## src/design/wdtu_consts.svh

```systemverilog
// Purpose: Offsets, fields, reset values and timing counts of the watchdog timer unit
// Assumes: Included by the counter and top design files by its bare name; the package and synchroniser do not include it
// Notes: Definitions only
//
// Contract
// - Awake time-out without a clear-watchdog instruction raises a system reset
// - Counter advances on the 31 kHz low-frequency oscillator; 1 ms base unit
// - Enable config 11: always active, sleep included, software bit ignored
// - Enable config 10: active awake, disabled asleep, software bit ignored
// - Enable config 01: software bit alone turns watchdog on or off
// - Five-bit period field in control bits 5..1 picks 1 ms to 256 s
// - Any reset loads the period default code, nominally two seconds
// - Counter clears on reset, clear, sleep entry/exit, osc fail, disable, start-up timer
// - Sleep entry clears then counting resumes if enabled; sleep exit clears again
// - Crystal clock wake: held clear until start-up timer ends; else one clear
// - Sleep time-out wakes, no reset; time-out, power-down, watchdog-reset flags record
// - Internal oscillator divider changes leave the count alone
// - Codes 0..10010 double from 1:32 to 1:8388608; higher codes give 1:32
`ifndef WDTU_CONSTS_SVH
`define WDTU_CONSTS_SVH

// Register byte offsets
`define WDTU_ADDR_CONTROL 12'h000
`define WDTU_ADDR_STATUS 12'h004
`define WDTU_ADDR_IRQ_STATUS 12'h008
`define WDTU_ADDR_IRQ_MASK 12'h00c

// Control fields
`define WDTU_CTL_SWEN_BIT 0
`define WDTU_CTL_PS_LSB 1
`define WDTU_CTL_PS_MSB 5
`define WDTU_PS_RESET 5'h0b
`define WDTU_SWEN_RESET 1'b0

// Status fields
`define WDTU_ST_ASLEEP_BIT 0
`define WDTU_ST_ACTIVE_BIT 1
`define WDTU_ST_TO_N_BIT 2
`define WDTU_ST_PD_N_BIT 3
`define WDTU_ST_WATCHDOG_RESET_FLAG_N_N_BIT 4

// Interrupt bits
`define WDTU_IRQ_W 2
`define WDTU_IRQ_AWAKE_TO 0
`define WDTU_IRQ_SLEEP_TO 1

// Prescale: ratio is 2 to the power (code + 5)
`define WDTU_MIN_LOG2 5
`define WDTU_MAX_CODE 5'h12
`define WDTU_CNT_W 23

// Time base
`define WDTU_LFOSC_HZ 31000
`define WDTU_BASE_INTERVAL_US 1000
`define WDTU_BASE_TICKS ((`WDTU_LFOSC_HZ * `WDTU_BASE_INTERVAL_US) / 1000000)

`endif

```

## src/design/wdtu_pkg.sv

```systemverilog
// Purpose: Types of the watchdog timer unit
// Assumes: Nothing
// Notes: Constants live in wdtu_consts.svh
package wdtu_pkg;

    // Configuration-word enable modes
    typedef enum logic [1:0] {
        WDTU_MODE_OFF = 2'b00,
        WDTU_MODE_SW = 2'b01,
        WDTU_MODE_NOSLEEP = 2'b10,
        WDTU_MODE_ON = 2'b11
    } wdtu_mode_e;

    // Power state as seen by the watchdog
    typedef enum logic [1:0] {
        WDTU_ST_AWAKE = 2'b00,
        WDTU_ST_ASLEEP = 2'b01,
        WDTU_ST_OST_HOLD = 2'b10
    } wdtu_state_e;

endpackage

```

## src/design/wdtu_sync.sv

```systemverilog
// Purpose: Two-flop synchroniser for asynchronous levels
// Assumes: Input comes from outside the pclk domain
// Notes: First stage is read only by the second
`timescale 1ns/1ps
module wdtu_sync #(
    parameter int W = 1
) (
    input wire logic pclk,
    input wire logic presetn,
    input wire logic [W-1:0] async_in,
    output logic [W-1:0] sync_out
);
    logic [W-1:0] stage1;
    logic [W-1:0] next_stage1;
    logic [W-1:0] next_sync_out;

    // Shift one stage per edge
    always_comb begin
        next_stage1 = async_in;
        next_sync_out = stage1;
    end

    always_ff @(posedge pclk or negedge presetn) begin
        if (!presetn) begin
            stage1 <= '0;
            sync_out <= '0;
        end else begin
            stage1 <= next_stage1;
            sync_out <= next_sync_out;
        end
    end
endmodule

```

## src/design/wdtu_count.sv

```systemverilog
// Purpose: Watchdog prescale counter, one step per oscillator tick
// Assumes: tick is a one-cycle enable in the pclk domain
// Notes: Clear has priority over counting
`timescale 1ns/1ps
`include "wdtu_consts.svh"
module wdtu_count #(
    parameter int CNT_W = `WDTU_CNT_W
) (
    input wire logic pclk,
    input wire logic presetn,
    input wire logic tick,
    input wire logic clear,
    input wire logic [4:0] period_code,
    output logic timeout
);
    logic [CNT_W-1:0] count;
    logic [CNT_W-1:0] next_count;
    logic next_timeout;

    // Codes above the table, 11111 included, fall back to 1:32
    function automatic logic [CNT_W-1:0] last_count(input logic [4:0] code);
        logic [4:0] eff;
        eff = (code > `WDTU_MAX_CODE) ? 5'h00 : code;
        last_count = CNT_W'((64'h1 << (eff + `WDTU_MIN_LOG2)) - 64'h1);
    endfunction

    // The counter must hold the largest ratio
    if (CNT_W < `WDTU_CNT_W) begin : g_bad_width
        $error("wdtu_count: CNT_W too small for the largest prescale");
    end

    // Count ticks, wrap and pulse at the selected ratio
    always_comb begin
        next_count = count;
        next_timeout = 1'b0;
        if (clear) begin
            next_count = '0;
        end else if (tick) begin
            if (count >= last_count(period_code)) begin
                next_count = '0;
                next_timeout = 1'b1;
            end else begin
                next_count = count + CNT_W'(1);
            end
        end
    end

    always_ff @(posedge pclk or negedge presetn) begin
        if (!presetn) begin
            count <= '0;
            timeout <= 1'b0;
        end else begin
            count <= next_count;
            timeout <= next_timeout;
        end
    end
endmodule

```

## src/design/wdtu_top.sv

```systemverilog
// Purpose: Watchdog timer unit with APB registers, modes, sleep handling and flags
// Assumes: lf_osc_clk is the raw 31 kHz oscillator, far slower than pclk; core strobes are pclk pulses
// Notes: presetn is the power-on reset; sys_reset is any other system reset
`timescale 1ns/1ps
`include "wdtu_consts.svh"
module wdtu_top (
    input wire logic pclk,
    input wire logic presetn,
    input wire logic psel,
    input wire logic penable,
    input wire logic pwrite,
    input wire logic [11:0] paddr,
    input wire logic [31:0] pwdata,
    output logic [31:0] prdata,
    output logic pready,
    output logic pslverr,
    input wire logic lf_osc_clk,
    input wire logic [1:0] watchdog_enable_config,
    input wire logic clear_watchdog_instruction,
    input wire logic sleep_enter,
    input wire logic sleep_exit,
    input wire logic osc_fail,
    input wire logic oscillator_startup_timer,
    input wire logic sysclk_is_crystal,
    input wire logic sys_reset,
    output logic watchdog_reset,
    output logic watchdog_wake,
    output logic timeout_flag_n,
    output logic powerdown_flag_n,
    output logic watchdog_reset_flag_n,
    output logic irq
);
    logic lf_sync;
    logic lf_prev;
    logic next_lf_prev;
    logic lf_tick;
    logic timeout;
    logic active;
    logic cnt_clear;
    wdtu_pkg::wdtu_state_e state;
    wdtu_pkg::wdtu_state_e next_state;
    wdtu_pkg::wdtu_mode_e mode;
    logic [4:0] period_code;
    logic [4:0] next_period_code;
    logic software_watchdog_on;
    logic next_software_watchdog_on;
    logic [`WDTU_IRQ_W-1:0] irq_status;
    logic [`WDTU_IRQ_W-1:0] next_irq_status;
    logic [`WDTU_IRQ_W-1:0] irq_mask;
    logic [`WDTU_IRQ_W-1:0] next_irq_mask;
    logic next_timeout_flag_n;
    logic next_powerdown_flag_n;
    logic next_watchdog_reset_flag_n;
    logic next_watchdog_reset;
    logic next_watchdog_wake;
    logic [31:0] next_prdata;
    logic acc;
    logic wr;
    logic rd;
    logic hit;
    logic awake_to;
    logic sleep_to;

    // Oscillator pin crosses into pclk before the edge detector
    wdtu_sync #(
        .W(1)
    ) u_lf_sync (
        .pclk(pclk),
        .presetn(presetn),
        .async_in(lf_osc_clk),
        .sync_out(lf_sync)
    );

    // Rising edge of the synchronised oscillator is the tick enable
    always_comb begin
        next_lf_prev = lf_sync;
        lf_tick = lf_sync & ~lf_prev;
    end

    always_ff @(posedge pclk or negedge presetn) begin
        if (!presetn) begin
            lf_prev <= 1'b0;
        end else begin
            lf_prev <= next_lf_prev;
        end
    end

    // Mode decode; only asleep counts as sleep, the start-up hold is awake
    always_comb begin
        mode = wdtu_pkg::wdtu_mode_e'(watchdog_enable_config);
        case (mode)
            wdtu_pkg::WDTU_MODE_ON: active = 1'b1;
            wdtu_pkg::WDTU_MODE_NOSLEEP: active = (state != wdtu_pkg::WDTU_ST_ASLEEP);
            wdtu_pkg::WDTU_MODE_SW: active = software_watchdog_on;
            default: active = 1'b0;
        endcase
    end

    // Every clearing source; divider selection is deliberately not among them
    always_comb begin
        cnt_clear = sys_reset | watchdog_reset | clear_watchdog_instruction | sleep_enter | sleep_exit
            | osc_fail | ~active | oscillator_startup_timer
            | (state == wdtu_pkg::WDTU_ST_OST_HOLD);
    end

    // Prescale counter on the oscillator tick
    wdtu_count #(
        .CNT_W(`WDTU_CNT_W)
    ) u_count (
        .pclk(pclk),
        .presetn(presetn),
        .tick(lf_tick),
        .clear(cnt_clear),
        .period_code(period_code),
        .timeout(timeout)
    );

    // A clear in the same cycle as the time-out pulse cancels it
    always_comb begin
        awake_to = timeout & active & ~cnt_clear & (state != wdtu_pkg::WDTU_ST_ASLEEP);
        sleep_to = timeout & active & ~cnt_clear & (state == wdtu_pkg::WDTU_ST_ASLEEP);
    end

    // Power state tracking; crystal wake waits for the start-up timer
    always_comb begin
        next_state = state;
        case (state)
            wdtu_pkg::WDTU_ST_AWAKE: begin
                if (sleep_enter) begin
                    next_state = wdtu_pkg::WDTU_ST_ASLEEP;
                end
            end
            wdtu_pkg::WDTU_ST_ASLEEP: begin
                if (sleep_exit) begin
                    next_state = sysclk_is_crystal ? wdtu_pkg::WDTU_ST_OST_HOLD
                        : wdtu_pkg::WDTU_ST_AWAKE;
                end
            end
            wdtu_pkg::WDTU_ST_OST_HOLD: begin
                if (!oscillator_startup_timer) begin
                    next_state = wdtu_pkg::WDTU_ST_AWAKE;
                end
            end
            default: next_state = wdtu_pkg::WDTU_ST_AWAKE;
        endcase
        if (sys_reset | watchdog_reset) begin
            next_state = wdtu_pkg::WDTU_ST_AWAKE;
        end
    end

    // Reset and wake strobes, one cycle each
    always_comb begin
        next_watchdog_reset = awake_to;
        next_watchdog_wake = sleep_to;
    end

    // Flags: hardware events win over clears in the same cycle
    always_comb begin
        next_timeout_flag_n = timeout_flag_n;
        next_powerdown_flag_n = powerdown_flag_n;
        next_watchdog_reset_flag_n = watchdog_reset_flag_n;
        if (clear_watchdog_instruction) begin
            next_timeout_flag_n = 1'b1;
            next_powerdown_flag_n = 1'b1;
        end
        if (wr && paddr == `WDTU_ADDR_STATUS && pwdata[`WDTU_ST_WATCHDOG_RESET_FLAG_N_N_BIT]) begin
            next_watchdog_reset_flag_n = 1'b1;
        end
        if (sleep_enter) begin
            next_powerdown_flag_n = 1'b0;
        end
        if (awake_to | sleep_to) begin
            next_timeout_flag_n = 1'b0;
            next_watchdog_reset_flag_n = 1'b0;
        end
        if (sleep_to) begin
            next_powerdown_flag_n = 1'b0;
        end
    end

    // APB decode; zero wait states
    always_comb begin
        acc = psel & penable;
        wr = acc & pwrite;
        rd = acc & ~pwrite;
        pready = 1'b1;
        if (paddr == `WDTU_ADDR_CONTROL) begin
            hit = 1'b1;
        end else if (paddr == `WDTU_ADDR_STATUS) begin
            hit = 1'b1;
        end else if (paddr == `WDTU_ADDR_IRQ_STATUS) begin
            hit = 1'b1;
        end else if (paddr == `WDTU_ADDR_IRQ_MASK) begin
            hit = 1'b1;
        end else begin
            hit = 1'b0;
        end
        pslverr = acc & ~hit;
    end

    // Register writes; any system reset restores control defaults
    always_comb begin
        next_period_code = period_code;
        next_software_watchdog_on = software_watchdog_on;
        next_irq_mask = irq_mask;
        if (wr && paddr == `WDTU_ADDR_CONTROL) begin
            next_period_code = pwdata[`WDTU_CTL_PS_MSB:`WDTU_CTL_PS_LSB];
            next_software_watchdog_on = pwdata[`WDTU_CTL_SWEN_BIT];
        end
        if (wr && paddr == `WDTU_ADDR_IRQ_MASK) begin
            next_irq_mask = pwdata[`WDTU_IRQ_W-1:0];
        end
        if (sys_reset | watchdog_reset) begin
            next_period_code = `WDTU_PS_RESET;
            next_software_watchdog_on = `WDTU_SWEN_RESET;
        end
    end

    // Sticky events; a read clears, a new event in that cycle survives
    always_comb begin
        next_irq_status = irq_status;
        if (rd && paddr == `WDTU_ADDR_IRQ_STATUS) begin
            next_irq_status = '0;
        end
        if (awake_to) begin
            next_irq_status[`WDTU_IRQ_AWAKE_TO] = 1'b1;
        end
        if (sleep_to) begin
            next_irq_status[`WDTU_IRQ_SLEEP_TO] = 1'b1;
        end
    end

    // Read data is registered and valid in the access cycle's next edge
    always_comb begin
        next_prdata = '0;
        if (psel && !penable && !pwrite) begin
            if (paddr == `WDTU_ADDR_CONTROL) begin
                next_prdata[`WDTU_CTL_PS_MSB:`WDTU_CTL_PS_LSB] = period_code;
                next_prdata[`WDTU_CTL_SWEN_BIT] = software_watchdog_on;
            end else if (paddr == `WDTU_ADDR_STATUS) begin
                next_prdata[`WDTU_ST_ASLEEP_BIT] = (state == wdtu_pkg::WDTU_ST_ASLEEP);
                next_prdata[`WDTU_ST_ACTIVE_BIT] = active;
                next_prdata[`WDTU_ST_TO_N_BIT] = timeout_flag_n;
                next_prdata[`WDTU_ST_PD_N_BIT] = powerdown_flag_n;
                next_prdata[`WDTU_ST_WATCHDOG_RESET_FLAG_N_N_BIT] = watchdog_reset_flag_n;
            end else if (paddr == `WDTU_ADDR_IRQ_STATUS) begin
                next_prdata[`WDTU_IRQ_W-1:0] = irq_status;
            end else if (paddr == `WDTU_ADDR_IRQ_MASK) begin
                next_prdata[`WDTU_IRQ_W-1:0] = irq_mask;
            end
        end else if (acc) begin
            next_prdata = prdata;
        end
    end

    // Level interrupt from unmasked sticky bits
    always_comb begin
        irq = |(irq_status & irq_mask);
    end

    // State registers
    always_ff @(posedge pclk or negedge presetn) begin
        if (!presetn) begin
            state <= wdtu_pkg::WDTU_ST_AWAKE;
            period_code <= `WDTU_PS_RESET;
            software_watchdog_on <= `WDTU_SWEN_RESET;
            irq_status <= '0;
            irq_mask <= '0;
            timeout_flag_n <= 1'b1;
            powerdown_flag_n <= 1'b1;
            watchdog_reset_flag_n <= 1'b1;
            watchdog_reset <= 1'b0;
            watchdog_wake <= 1'b0;
            prdata <= '0;
        end else begin
            state <= next_state;
            period_code <= next_period_code;
            software_watchdog_on <= next_software_watchdog_on;
            irq_status <= next_irq_status;
            irq_mask <= next_irq_mask;
            timeout_flag_n <= next_timeout_flag_n;
            powerdown_flag_n <= next_powerdown_flag_n;
            watchdog_reset_flag_n <= next_watchdog_reset_flag_n;
            watchdog_reset <= next_watchdog_reset;
            watchdog_wake <= next_watchdog_wake;
            prdata <= next_prdata;
        end
    end
endmodule

```

## config.mk

```make
export PLATFORM = sky130hd
export DESIGN_NAME = wdtu_top
export DESIGN_NICKNAME = d
export VERILOG_FILES = /design/src/design/wdtu_pkg.sv /design/src/design/wdtu_sync.sv /design/src/design/wdtu_count.sv /design/src/design/wdtu_top.sv
export VERILOG_INCLUDE_DIRS = /design/src /design/src/design
export SDC_FILE = /design/constraint.sdc
export NUM_CORES = 1
export LEC_CHECK = 0
export ABC_AREA = 1
export BUFFER_PORTS_ARGS = -buffer_cell sky130_fd_sc_hd__buf_4
export CAP_MARGIN = 20
export CORE_MARGIN = 1
export CORE_UTILIZATION = 54
export DETAILED_ROUTE_END_ITERATION = 8
export GPL_TIMING_DRIVEN = 1
export PLACE_DENSITY = 0.81
export SLEW_MARGIN = 20
export SYNTH_ARGS = -nofsm -noshare
export SYNTH_HDL_FRONTEND = slang
export SYNTH_SLANG_ARGS = --single-unit
```

## constraint.sdc

```tcl
create_clock -name pclk -period 4.1 [get_ports pclk]
set_clock_uncertainty 0.1 [all_clocks]
set_input_delay 1.23 -clock pclk [delete_from_list [all_inputs] [get_ports pclk]]
set_output_delay 1.23 -clock pclk [all_outputs]
set_load 0.05 [all_outputs]
```

==> flow_results.org <==
** Floorplan
- Width of the die :: 87.9 um
- In this run the count of I/O pins placed on the die edge is slightly below 100.
- Total number of placement rows :: 30
- Die height :: just under 90 um
- Starting utilization of the core area :: 57.3%
- The die covers 7720 um2.
- Placeable core region :: 6940 um2

** Setup path
- R2r endpoint :: u_count.count[21]
- Depth of the worst register-to-register path :: 21
- On the critical path, the stage with the largest delay is an instance of sky130_fd_sc_hd__dfstp_2.
- For the worst setup path, the data arrival time is 3.88 ns.
- Critical setup path kind :: reg2reg
- R2R Path Start :: period_code[0]
- Data on the critical path is required at its endpoint by between 4 and 5 ns.
- Worst path cell trace :: nand2_2 > nand2_2 > nand2_2 > nand2_2 > nor2_1 > nor2_1 > nand3_1 > nor2_1 > nand3_1 > o21ai_1 > nand2_1 > ha_1 > nand2_1 > nor2_1 > nand2_1 > nor3_1 > nor2_1 > nand2_1 > nor2_1 > nand2_1 > nand2_1
- The worst register-to-register path has a setup slack of 0.34 ns.
- Critical path's largest stage delay :: roughly 0.59 ns
- Crit-path max FO :: 11
- The worst setup path is launched from a flop.
- Endpoint class of the critical path :: flop

** Run
- Reported max-cap violation count :: 0

** Min path
- The worst hold path begins at u_lf_sync.next_sync_out.
- The tightest min-delay check is of the reg2reg type.
- Hold Crit Depth :: 0
- The worst hold path terminates at u_lf_sync.sync_out.

** Layout
- The top cell types in the final layout, fill and taps aside, are sky130_fd_sc_hd__nand2_1, sky130_fd_sc_hd__inv_1, sky130_fd_sc_hd__nor2_1, sky130_fd_sc_hd__buf_4, sky130_fd_sc_hd__dfrtp_1.
- In the final layout, the share of cells above drive strength 1 is 16.8%.
- Leaving out fill and tap cells, the most frequent cell in the layout is sky130_fd_sc_hd__nand2_1.
- Synthesis-to-layout area growth :: 10.6%
- Antenna cell count :: 0
- Post-Route Utilization :: 63.4%
- Number of standard cells in the layout, taps in and fillers out :: about 700
- For this run, the post-layout net count is just under 700.
- Design area :: 4400 um2

** CTS
- Clock network latency to the later pin of the worst-skew pair :: 0.32 ns
- CTS hold repair buffers :: 0
- The H-tree generated during clock tree synthesis spans 2 levels.
- Number of buffers created by CTS :: 5
- Number of gates resized after CTS :: 0
- CTS max path bufs :: 2
- TritonCTS built the clock tree.
- TritonCTS sink count :: 50
- Clock Root Buffer :: sky130_fd_sc_hd__clkbuf_8
- After clock tree synthesis, the clock-pin slew on the worst setup and hold paths is about 0.1 ns.
- Post-CTS setup-driven buffer insertion count :: 0

** Power and ir drop
- Leakage power :: between 2 and 2.5 nW
- The design draws 1.02 mW.
- VDD IR-drop max :: roughly 0.00013 V
- Dividing total power by cell area gives a power density of roughly 230 nW/um2.

** Global routing
- The number of antenna violations at the first check in global routing is 0.
- Global routing used 33.7% of the available met1 tracks.
- The global routing stage identified its most utilized layer as met2.
- In the global route stage, met2 resource usage came out at 43.4%.
- Gr usage total :: 25.4%
- The first global-routing pass estimated 15200 um of wire.
- In the global route stage, met3 resource usage came out at approximately 3%.
- Entering global routing, the biggest net connects 51 pins.
- For this run the aggregate overflow at the end of global routing stands at 0.
- The number of global-route vias before repair came to between 3000 and 4000.

** Placed design
- Summing all placed instances gives a cell area of around 4300 um2.
- Place WS :: between 0.3 and 0.4 ns
- In this run, placement finished with an instance count of 682.
- Routability-driven placement congestion ratio :: 0.905
- HPWL after detailed placement :: 7230 um
- Buffers placed on the I/O ports in this run total 45.

** Timing
- The max-slew violation count came to 0.
- Setup slack closes at roughly 0.34 ns.
- Derived from the worst setup path, the maximum achievable clock frequency is ~270 MHz.
- Setup violations remaining at the end of the flow were counted as 0.
- The worst path uses 91.8% of the clock period.
- Measured against its own limit, the worst slew margin works out to 56.7%.
- Worst Hold Margin :: around 0.26 ns
- Unrepaired setup endpoints after global routing :: no
- Worst-Margin Slew :: 0.650 ns
- The count of final hold-check violations was 0.
- Final sum of negative setup slack :: 0 ns
- Final period demand of the worst path :: 3.76 ns

** Detailed routing
- Routed vias/inst :: 5.32
- Drc violations :: 0
- In this run the remaining antenna-violating nets after routing total 0.
- Average wire per standard cell :: 13.4 um
- Summing over every cut layer, the via total after detailed routing is 3672.
- Number of iterations in the first detailed-routing pass :: 5
- Detailed Route Iter0 Violations :: 292
- For this block, the routed nets add up to 9240 um of wire.

** Status
- The flow ran to the end, and the final reports show no timing, DRC or antenna violations.

** Synthesis
- Number of distinct standard cells referenced by the synthesized netlist :: 44
- Synthesis-stage register bit count :: 50
- Number of warning messages in the yosys log :: 0
- The average instance in the mapped netlist occupies 7.34 um2.
- Cell count after synthesis :: 542
- The mapped netlist covers 3980 um2.
- Summing the sequential cell areas from Yosys gives 31.6% of the chip area.
==> flip-flops by register name, indices dropped and copies added, names as in the netlist <==
name and cells:
state 2, period_code 5, prdata 6, watchdog_reset_flag_n 1, timeout_flag_n 1, watchdog_wake 1
u_count.count 23, irq_mask 2, irq_status 2, watchdog_reset 1, u_lf_sync.next_sync_out 1, u_lf_sync.sync_out 1
u_count.timeout 1, powerdown_flag_n 1, software_watchdog_on 1, lf_prev 1
==> metal layers <==
layer,routed length [um],part of all wire (%)
met1,4320,47
met2,4390,48
met3,420,4.5
met4,104,1.1
met5,0,0
==> synthesized netlist by cell type, drive strengths merged <==
master / n / area (um2)
o21ai: 36 / 180
inv: 74 / 278
nand2: 113 / 452
xor2: 12 / 105
nand4: 23 / 156
or2: 3 / 18.8
mux2i: 1 / 10.0
or3: 2 / 12.5
a22o: 2 / 17.5
nor4: 3 / 18.8
dfrtp: 44 / 1100
o41ai: 2 / 17.5
a32o: 1 / 10.0
o21bai: 1 / 7.51
xnor2: 3 / 26.3
conb: 2 / 7.51
a21o: 1 / 7.51
nand3: 32 / 188
a21oi: 22 / 110
buf: 30 / 233
nand3b: 2 / 15.0
ha: 25 / 313
mux2: 1 / 11.3
o211ai: 1 / 7.51
clkinv: 1 / 3.75
dfstp: 6 / 158
o22ai: 13 / 81.3
nor3b: 1 / 7.51
nor2: 69 / 327
o21a: 2 / 15.0
nor3: 14 / 85.1
==> critical path, delay by kind of cell (launching register included) <==
family / cells / cell delay [ns]
simple gates: 19 / 2.58
compound gates: 1 / 0.08
flops: 1 / 0.59
fa+ha+maj: 1 / 0.30
==> cells by family (layout without fill, tap and decap cells) <==
family / count (synthesis) / count (layout) / synth area share [%]
AO/OA/AOI/OAI: 81 / 81 / 11.4
XOR/XNOR: 15 / 15 / 3.30
adder cells (fa/ha/maj): 25 / 25 / 7.86
buffers and inverters: 105 / 128 / 12.9
flip-flops: 50 / 50 / 31.6
multiplexers: 2 / 2 / 0.534
other: 2 / 31 / 0.189
AND/OR/NAND/NOR: 262 / 262 / 32.2
==> cell type report <==
type	instances	area (um2)
fill	647	2540
multi-input combinational	416	2320
sequential	50	1260
timing repair buffer	45	338
inverter	75	282
tap	96	120
clock buffer	6	72.6
clock inverter	2	13.8
==> power by group <==
group	leakage [nW]	total [mW]	switching [mW]	internal (mW)
logic	1.48	0.220	0.160	0.0607
registers	0.669	0.507	0.00587	0.501
clock network	0.0452	0.294	0.173	0.121
total	2.20	1.02	0.339	0.683
==> how the worst max path moves through the flow <==
stage	from	to	slack, ns	cells past startpoint
after global routing	period_code[0]	u_count.count[21]	0.03	21
after floorplan	paddr[11]	pslverr	0.59	4
final	period_code[0]	u_count.count[21]	0.34	21
after CTS	period_code[0]	u_count.count[21]	0.40	21
after global placement	period_code[0]	u_count.count[21]	0.47	21
after detailed placement	period_code[0]	u_count.count[21]	0.39	21
(Power assumes the default switching activity.)
